### src/rtl/asr_pkg.sv
// Package: constants and types for the asynchronous serial receiver
package asr_pkg;

  // Sixteen samples per bit time
  localparam int unsigned OVERSAMPLE = 16;
  localparam logic [3:0] HALF_BIT = 4'h7;
  localparam logic [3:0] FULL_BIT = 4'hF;
  localparam int unsigned FIFO_DEPTH = 2;

  // Register offsets on the plain register port
  localparam logic [3:0] REG_RX_DATA = 4'h0;
  localparam logic [3:0] REG_RX_CTRL = 4'h1;
  localparam logic [3:0] REG_BAUD_DIV = 4'h2;
  localparam logic [3:0] REG_INT_STAT = 4'h3;
  localparam logic [3:0] REG_INT_MASK = 4'h4;
  localparam logic [3:0] REG_RX_STAT = 4'h5;

  // Control register bit positions
  localparam int unsigned CTL_SERIAL_PORT_ENABLE = 0;
  localparam int unsigned CTL_CONTINUOUS_RECEIVE_ENABLE = 1;
  localparam int unsigned CTL_SYNC = 2;
  localparam int unsigned CTL_NINE = 3;
  localparam int unsigned CTL_RX_INTERRUPT_ENABLE = 4;
  localparam int unsigned CTL_PERIPHERAL_INTERRUPT_ENABLE = 5;
  localparam int unsigned CTL_GIE = 6;
  localparam logic [7:0] CTL_RESET = 8'h00;

  // Status bit positions (pending, framing of head, overrun)
  localparam int unsigned ST_PEND = 0;
  localparam int unsigned ST_FERR = 1;
  localparam int unsigned ST_OERR = 2;

  // Event bits: char received, framing error, overrun
  localparam int unsigned EV_RX = 0;
  localparam int unsigned EV_FERR = 1;
  localparam int unsigned EV_OERR = 2;

  localparam logic [15:0] BAUD_DIV_RESET = 16'h0000;

  typedef enum logic [1:0] {
    ASR_IDLE,
    ASR_START,
    ASR_DATA,
    ASR_STOP
  } asr_state_t;

  typedef struct packed {
    logic ferr;
    logic [8:0] data;
  } asr_entry_t;

  typedef struct packed {
    logic [3:0] addr;
    logic [15:0] wdata;
    logic wr;
    logic rd;
  } asr_bus_req_t;

  typedef struct packed {
    asr_state_t st;
    logic [2:0] rx_sync;
    logic rx_prev;
    logic [15:0] div_cnt;
    logic [3:0] tick_cnt;
    logic [2:0] votes;
    logic [3:0] bit_idx;
    logic [8:0] shift;
    asr_entry_t [1:0] fifo;
    logic [1:0] count;
    logic rd_ptr;
    logic oerr;
    logic [7:0] ctrl;
    logic [15:0] baud_div;
    logic [2:0] int_stat;
    logic [2:0] int_mask;
    logic [15:0] rdata;
  } asr_state_all_t;

endpackage

### src/rtl/asr_receiver.sv
// Asynchronous serial receiver: data recovery, shift register, two-entry FIFO
`timescale 1ns/1ps

module asr_receiver (
  // Clock and reset
  input wire logic core_clk,
  input wire logic srst,
  // Register port
  input wire logic [3:0] reg_addr,
  input wire logic [15:0] reg_wdata,
  input wire logic reg_wr,
  input wire logic reg_rd,
  output logic [15:0] reg_rdata,
  // Receive line pin
  input wire logic receive_line_pin_in,
  output logic receive_line_pin_oe_n,
  // Transmit line pin
  input wire logic tx_line_drive,
  input wire logic tx_dir_latch_in,
  input wire logic tx_port_latch,
  output logic transmit_line_pin_out,
  output logic transmit_line_pin_oe_n,
  // Receive pin general-purpose direction latch
  input wire logic rx_dir_latch_in,
  input wire logic rx_port_latch,
  output logic receive_line_pin_out,
  // Interrupt
  output logic irq
);

  asr_pkg::asr_state_all_t s_q, s_d;
  asr_pkg::asr_bus_req_t req;

  logic serial_port_enable, continuous_receive_enable, rx_on, tick, rx_s, vote, push, pop, full;
  asr_pkg::asr_entry_t head;

  // Majority of three samples
  function automatic logic maj3(input logic [2:0] v);
    maj3 = (v[0] & v[1]) | (v[0] & v[2]) | (v[1] & v[2]);
  endfunction

  assign req = '{addr: reg_addr, wdata: reg_wdata, wr: reg_wr, rd: reg_rd};
  assign serial_port_enable = s_q.ctrl[asr_pkg::CTL_SERIAL_PORT_ENABLE];
  assign continuous_receive_enable = s_q.ctrl[asr_pkg::CTL_CONTINUOUS_RECEIVE_ENABLE];
  assign rx_on = serial_port_enable & continuous_receive_enable & ~s_q.ctrl[asr_pkg::CTL_SYNC];
  // Second synchroniser stage only; third is never read by logic
  assign rx_s = s_q.rx_sync[1];
  assign head = s_q.fifo[s_q.rd_ptr];
  assign full = (s_q.count == 2'(asr_pkg::FIFO_DEPTH));

  assign tick = rx_on && (s_q.div_cnt == s_q.baud_div);

  assign receive_line_pin_oe_n = serial_port_enable ? 1'b1 : rx_dir_latch_in;
  assign receive_line_pin_out = rx_port_latch;
  assign transmit_line_pin_oe_n = serial_port_enable ? 1'b0 : tx_dir_latch_in;
  assign transmit_line_pin_out = serial_port_enable ? tx_line_drive : tx_port_latch;

  assign irq = s_q.ctrl[asr_pkg::CTL_GIE] & s_q.ctrl[asr_pkg::CTL_PERIPHERAL_INTERRUPT_ENABLE] &
               ((s_q.ctrl[asr_pkg::CTL_RX_INTERRUPT_ENABLE] & (s_q.count != 2'h0) & rx_on) |
                (|(s_q.int_stat & s_q.int_mask)));

  assign reg_rdata = s_q.rdata;

  always_comb begin
    s_d = s_q;
    push = 1'b0;
    pop = 1'b0;
    vote = 1'b0;
    s_d.rdata = 16'h0000;
    s_d.rx_sync = {s_q.rx_sync[1:0], receive_line_pin_in};
    // Data taken from the synchronised level, not the raw pin
    s_d.rx_prev = rx_s;

    // Divider restarts each tick so ticks stay evenly spaced
    if (!rx_on || tick) begin
      s_d.div_cnt = 16'h0000;
    end else begin
      s_d.div_cnt = s_q.div_cnt + 16'h0001;
    end

    case (s_q.st)
      asr_pkg::ASR_IDLE: begin
        if (rx_on && !s_q.oerr && s_q.rx_prev && !rx_s) begin
          s_d.st = asr_pkg::ASR_START;
          s_d.tick_cnt = 4'h0;
          s_d.div_cnt = 16'h0000;
        end
      end
      asr_pkg::ASR_START: begin
        if (tick) begin
          s_d.tick_cnt = s_q.tick_cnt + 4'h1;
          if (s_q.tick_cnt == asr_pkg::HALF_BIT) begin
            s_d.tick_cnt = 4'h0;
            s_d.bit_idx = 4'h0;
            s_d.st = rx_s ? asr_pkg::ASR_IDLE : asr_pkg::ASR_DATA;
          end
        end
      end
      asr_pkg::ASR_DATA, asr_pkg::ASR_STOP: begin
        if (tick) begin
          s_d.tick_cnt = s_q.tick_cnt + 4'h1;
          // Three votes just before and at the bit centre
          if (s_q.tick_cnt >= asr_pkg::FULL_BIT - 4'h2) begin
            s_d.votes = {s_q.votes[1:0], rx_s};
          end
          if (s_q.tick_cnt == asr_pkg::FULL_BIT) begin
            s_d.tick_cnt = 4'h0;
            vote = maj3({s_q.votes[1:0], rx_s});
            if (s_q.st == asr_pkg::ASR_DATA) begin
              // Majority bit into shift register, LSB first
              s_d.shift = {vote, s_q.shift[8:1]};
              s_d.bit_idx = s_q.bit_idx + 4'h1;
              if (s_q.bit_idx == (s_q.ctrl[asr_pkg::CTL_NINE] ? 4'h8 : 4'h7)) begin
                s_d.st = asr_pkg::ASR_STOP;
              end
            end else begin
              push = 1'b1;
              s_d.st = asr_pkg::ASR_IDLE;
            end
          end
        end
      end
      default: s_d.st = asr_pkg::ASR_IDLE;
    endcase

    // Register reads; data read pops the FIFO
    if (req.rd) begin
      case (req.addr)
        asr_pkg::REG_RX_DATA: begin
          s_d.rdata = {7'h00, head.data};
          pop = (s_q.count != 2'h0);
        end
        asr_pkg::REG_RX_CTRL: s_d.rdata = {8'h00, s_q.ctrl};
        asr_pkg::REG_BAUD_DIV: s_d.rdata = s_q.baud_div;
        asr_pkg::REG_INT_STAT: s_d.rdata = {13'h0000, s_q.int_stat};
        asr_pkg::REG_INT_MASK: s_d.rdata = {13'h0000, s_q.int_mask};
        // Pending flag from FIFO non-empty, gated by rx_on
        asr_pkg::REG_RX_STAT: s_d.rdata = {13'h0000, s_q.oerr,
                                           head.ferr & (s_q.count != 2'h0),
                                           rx_on & (s_q.count != 2'h0)};
        default: s_d.rdata = 16'h0000;
      endcase
      if (req.addr == asr_pkg::REG_INT_STAT) begin
        s_d.int_stat = 3'h0;
      end
    end

    if (req.wr) begin
      case (req.addr)
        asr_pkg::REG_RX_CTRL: s_d.ctrl = req.wdata[7:0];
        asr_pkg::REG_BAUD_DIV: s_d.baud_div = req.wdata;
        asr_pkg::REG_INT_MASK: s_d.int_mask = req.wdata[2:0];
        default: ;
      endcase
    end

    if (pop) begin
      s_d.rd_ptr = ~s_q.rd_ptr;
    end
    if (push) begin
      // Full FIFO with no read this cycle drops character, flags overrun
      if (full && !pop) begin
        s_d.oerr = 1'b1;
        s_d.int_stat[asr_pkg::EV_OERR] = 1'b1;
      end else begin
        // Character into FIFO with its framing flag
        // Framing error kept per entry
        // Nine-bit mode fills all of the shift register; eight-bit sits in the top bits
        s_d.fifo[s_q.rd_ptr ^ s_q.count[0]] = '{ferr: ~vote, data: s_q.ctrl[asr_pkg::CTL_NINE] ?
                                               s_q.shift : {1'b0, s_q.shift[8:1]}};
        s_d.int_stat[asr_pkg::EV_RX] = 1'b1;
        if (!vote) begin
          s_d.int_stat[asr_pkg::EV_FERR] = 1'b1;
        end
      end
    end
    if (!(push && full && !pop)) begin
      s_d.count = s_q.count + 2'(push) - 2'(pop);
    end else begin
      s_d.count = s_q.count - 2'(pop);
    end

    // Receive enable low clears overrun and goes idle
    if (!continuous_receive_enable) begin
      s_d.oerr = 1'b0;
      s_d.st = asr_pkg::ASR_IDLE;
    end
  end

  always_ff @(posedge core_clk) begin
    if (srst) begin
      s_q <= '0;
      s_q.rx_sync <= 3'h7;
      s_q.rx_prev <= 1'b1;
      s_q.st <= asr_pkg::ASR_IDLE;
      s_q.ctrl <= asr_pkg::CTL_RESET;
      s_q.baud_div <= asr_pkg::BAUD_DIV_RESET;
    end else begin
      s_q <= s_d;
    end
  end

endmodule // asr_receiver

### config.mk
export PLATFORM = sky130hd
export DESIGN_NAME = asr_receiver
export DESIGN_NICKNAME = d
export VERILOG_FILES = /design/src/rtl/asr_pkg.sv /design/src/rtl/asr_receiver.sv
export SDC_FILE = /design/constraint.sdc
export NUM_CORES = 1
export LEC_CHECK = 0
export CAP_MARGIN = 10
export CORE_ASPECT_RATIO = 1.5
export CORE_MARGIN = 2
export CORE_UTILIZATION = 45
export DETAILED_ROUTE_END_ITERATION = 6
export DONT_BUFFER_PORTS = 1
export SKIP_CTS_REPAIR_TIMING = 1
export SLEW_MARGIN = 10
export SYNTH_ARGS = -nofsm -noshare
export SYNTH_HDL_FRONTEND = slang
export SYNTH_SLANG_ARGS = --single-unit
### constraint.sdc
create_clock -name core_clk -period 3.8 [get_ports core_clk]
set_input_delay 0.38 -clock core_clk [delete_from_list [all_inputs] [get_ports core_clk]]
set_output_delay 0.38 -clock core_clk [all_outputs]
set_load 0.05 [all_outputs]
Word level (Yosys, flattened, before mapping)
Cells that the tools add are included.
Storage, ports and cells
  register bits: 111
  bits in latches: 0
  bits in writable memories: 0
  ROM bits: 0
  input bits: 30
  output and inout port bits: 21
  logic and storage cells: 153
  memories: 0
Cells by class
  $add $sub $neg: 6
  multipliers: 0
  div/mod/pow operators: 0
  order comparisons: 4
  eq/ne operators: 20
  shift operators: 0
  mux-type cells: 50
  bitwise operators: 22
  reductions and logical operators: 31
Operator list (count)
  16-bit case mux with 6 select lines: 1
  20-bit two-way mux: 2
  16-bit two-way mux: 2
  10-bit two-way mux: 3
  13-bit two-way mux: 2
  4-bit two-way mux: 6
  20-bit bitwise mux: 1
  2-bit two-way mux: 10
  16-bit by 1-bit adder with 16-bit output, second input constant: 1
  16-bit equality test: 1
  1-bit two-way mux: 14
  4-bit by 3-bit equality test with 1-bit output, second input constant: 3
  3-bit two-way mux: 4
  2-bit != test, second input constant: 6
  4-bit case mux with 3 select lines: 1
  6-bit AND reduction: 2
  1-bit bitwise AND: 11
  10-bit demux with 1-bit select: 1
  2-bit AND reduction: 5
  9-bit two-way mux: 1
  4-bit by 1-bit adder with 4-bit output, second input constant: 2
  4-bit by 2-bit equality test with 1-bit output, second input constant: 2
  1-bit logical AND: 8
  4-bit case mux with 2 select lines: 1
  25 further kinds: 43

Logic depth before layout (Yosys ltp)
  word-level depth: 9
  depth in mapped cells: 11
  mapped depth without buffers: 11

Worst setup path before layout
No wires, ideal clock.
  path kind: flip-flop to flip-flop
  start: register s_q[97] (netlist bit)
  end: register s_q[49] (netlist bit)
  library setup time: 0.106 ns
  arrival: 2.240 ns
  required time: 3.694 ns
  path slack: 1.454 ns
  cell stages (with the launch flop): 11
  clock period less this slack: 2.346 ns
  path through: dfxtp_1 > xor2_1 > nor4_4 > nand4_2 > nor2_1 > nand2_1 > ha_1 > inv_1 > ha_1 > xnor2_1 > o311ai_0
Between the ends
  cells in the longest elaborated chain, start to end: 7
  elaborated cells on any way between the ends: 9
Ends and longest elaborated chain
  start, declared: RTL line asr_receiver.sv:31  | asr_pkg::asr_state_all_t s_q, s_d;
  16-bit equality test (*): RTL line asr_receiver.sv:51  | assign tick = rx_on && (s_q.div_cnt == s_q.baud_div);
  1-bit logical AND (*): RTL line asr_receiver.sv:51
  1-bit two-way mux (*): RTL line asr_receiver.sv:100  | if (tick) begin
  1-bit two-way mux (*): RTL line asr_receiver.sv:81  | case (s_q.st)
  2-bit by 1-bit adder with 2-bit output / 1-bit logical AND (equally long branches): RTL line asr_receiver.sv:178, asr_receiver.sv:177
  2-bit by 1-bit subtractor with 2-bit output / 1-bit logical AND (equally long branches): RTL line asr_receiver.sv:178, asr_receiver.sv:177
  2-bit two-way mux (*): RTL line asr_receiver.sv:177  | if (!(push && full && !pop)) begin
Every way passes the cells marked *; elsewhere a longest branch is shown, timed or not.
A chain may end at the register's enable or synchronous reset.

Worst setup path after layout
  start: register s_q[96] (netlist bit)
  end: register s_q[49] (netlist bit)
The elaborated chain is that of the path after synthesis.

==> results.md <==
- Power per standard cell area: 388 nW/um2
- Antenna violations before repair: 0
- Worst EP required: 4.04 ns
- Area leader, netlist: dfxtp_1
- Num rows: 47
- Most Crowded Layer GR: met2
- # H-tree levels: 3
- Full die area: 12300 um2
- Drt initial violations: 258
- RSZ-0062 raised after global routing: false
- Synthesized area: 5120 um2
- Area Overhead vs Synth: 5.13%
- Met1 Track Usage GR: 23.1%
- R2R depth: 10
- Core area: 11100 um2
- IO Port Bufs: 0
- Diode count: 0
- Area share of fa/ha/maj cells after synthesis: 3.13%
- DIE WIDTH: 91.1 um
- Met2 usage: 34.7%
- Wire length of the first global-routing pass: 19400 um
- Worst skew pair latency: 0.35 ns
- Total of max-cap violations: 0
- Flop2flop setup slack: 0.99 ns
- Cells after synthesis: 573
- Vias/cell: 5.59
- Synth unique cells: 54
- Register area: 2200 um2
- Post-synthesis register bit count: 110
- Sequential cell area fraction in the yosys report: 43.0%
- LEAKAGE: 1.88 nW
- Main combinational cell family by area after synthesis: simple AND/OR/NAND/NOR gates
- Mapped Nets: 615
- Pre-CTS setup slack: 1.04 ns
- CTS Buf Count: 9
- Setup ws final: 0.990 ns
- Multi-input gate area: 2640 um2
- Synth Area in Simple Gates: 22.9%
- FMAX: 356 MHz
- Hold Path End: s_d[108]
- Fin crit share: 73.9%
- Hold Path Stages: 1
- Compound-Gate Fraction of Synth Area: 11.9%
- Worst-path clk slew: 0.07 ns
- Fraction of layout cells with a size suffix above 1: 8.55%
- CP Class: flip-flop to flip-flop
- Setup TNS: 0 ns
- Share of synthesized flip-flops with an asynchronous set or reset: 0%
- M3 GR Usage: 4.85%
- Worst Path Max Fanout: 8
- IO Count: 51
- DRC: 0
- Fin crit period: 2.81 ns
- Global route overflow: 0
- Fin nets: 587
- Final setup viols: 0
- CTS tree: done
- Post-Route WL: 11800 um
- RePlAce Congestion: 0.852
- Via count: 3893
- Core Util, Final: 48.7%
- Ys flop type: dfxtp_1
- Half-perimeter wire length after placement: 8510 um
- Synth warn: 0
- WHS: 0.131 ns
- Slew margin rel.: 29.7%
- Final hold violation count: 0
- Root buffer cell: clkbuf_16
- FF-to-FF End: s_q[49]
- Die Ht: 135 um
- Yosys top cell area share: 43.0%
- Number of enable flip-flop cells after synthesis: 0
- Ranking of synthesized cells by area: dfxtp_1 43%, mux2i_1 5.3%, nor2_1 5.1%
- Drt wl/cell: 16.9 um
- Worst vdd ir: 0.240 mV
- Clock buffer depth: 2
- Worst Hold Launch: receive_line_pin_in
- CP Capture Type: flip-flop
- Worst Path Arrival: 3.05 ns
- Post-Synth XOR/XNOR Area: 5.64%
- Clock Skew: 0.00732 ns
- Syn Area/Cell: 8.94 um2
- DRT Pass-1 Iters: 5
- Initial core utilization: 46.3%
- Critical path launch point type: flip-flop
- Outcome: complete, no violations
- Routed Antenna Nets: 0
- Largest net degree at the start of global routing: 79
- Filler cells: 1119
- Mux cell area share after synthesis: 7.47%
- Clock sinks: 110
- Final-report max-slew violation count: 0
- Slew @ Worst Pin: 1.05 ns
- RR Startpoint: s_q[96]
- Vias in the first global route: 3831
- GRT Resource Usage Total: 19.8%
- Min-Delay Path Class: input port to flip-flop
==> worst max-delay path, stage by stage, from the launching register on <==
cell,delay (ns)
dfxtp_1,0.44
xor2_1,0.12
nor4_2,0.33
nand4_2,0.27
nor2_1,0.50
nand2_1,0.12
ha_1,0.30
inv_1,0.04
ha_1,0.18
xnor2_1,0.14
o311ai_0,0.27
==> worst max path at each step <==
stage / start / to / slack, ns
floorplan: s_q[97] / s_q[49] / 1.45
global placement: s_q[96] / s_q[49] / 1.18
detailed placement: s_q[96] / s_q[49] / 1.04
CTS: s_q[96] / s_q[49] / 1.02
global route: s_q[96] / s_q[49] / 0.75
finish: s_q[96] / s_q[49] / 0.99
==> cell usage after synthesis, types with 4 or more instances <==
master      n
xnor2_1    10
ha_1       12
o21ai_0    12
mux2_2     10
a21oi_1    34
inv_1      16
and2_1      8
nor2_1     70
nor2b_1     4
a211oi_1   14
or2_2       4
clkbuf_1   21
nand3_1    39
nand2_1    50
a222oi_1    6
nor3_1      9
a22oi_1     5
dfxtp_1   110
and3_1      8
mux2i_1    27
buf_4      20
a31oi_1     5
xor2_1     23
nand2b_1    5
nand4_1     6
==> cells by family (layout without fill, tap and decap cells) <==
kind of cell             count (synthesis)  count (layout)
multiplexers                            37              37
AO/OA/AOI/OAI                           92              92
adder cells (fa/ha/maj)                 13              13
buffers and inverters                   59              36
flip-flops                             110             110
XOR/XNOR                                33              33
AND/OR/NAND/NOR                        229             229
==> power by group <==
group | switching [W] | leakage [nW] | internal, W
clock network | 0.000431 | 0.132 | 0.000446
logic | 0.0000341 | 0.861 | 0.0000173
registers | 0.00000530 | 0.887 | 0.00116
==> per-layer routing <==
layer  up-vias  wire, um
met3        19       615
met5         -         0
met4         0       273
met2        92      5960
li1       1942         -
met1      1840      4950
==> area by class of cell <==
| cell class | instances | share of cell area, % |
|---|---|---|
| inverters | 16 | 1.12 |
| clock buffers | 9 | 4.18 |
| repair buffers | 4 | 0.558 |
| well taps | 147 | 3.42 |
| clock inverters | 7 | 0.883 |
| multi-input cells | 404 | 49.0 |
| flip-flops and latches | 110 | 40.9 |
==> layout by cell type (no fill, tap or decap), types with 5 or more instances in the layout <==
cell type	n
and3_1	8
clkbuf_16	9
a31oi_1	5
nand3_1	39
nand2_1	50
xnor2_1	10
and2_1	8
o21ai_0	12
mux2i_1	27
a21oi_1	34
a211oi_1	14
mux2_2	10
nand2b_1	5
a22oi_1	5
a222oi_1	6
nor2_1	70
ha_1	12
xor2_1	23
dfxtp_1	110
nor3_1	8
nand4_1	6
inv_1	16
==> sequential cells by signal, indices dropped and copies added (netlist names), named ones only <==
signal and flops:
continuous_receive_enable 1, rx_s 1, s_d 1, reg_rdata 16
s_q 90
==> per-stage QoR <==
stage	std cells	area, um2	power (W)
finish	697	5390	0.00209
global route	697	5390	0.00216
CTS	697	5390	0.00211
detailed placement	681	5110	0.00124
global placement	681	5110	0.00124
floorplan	573	5120	0.00124
Power figures use the tool's default switching activity.
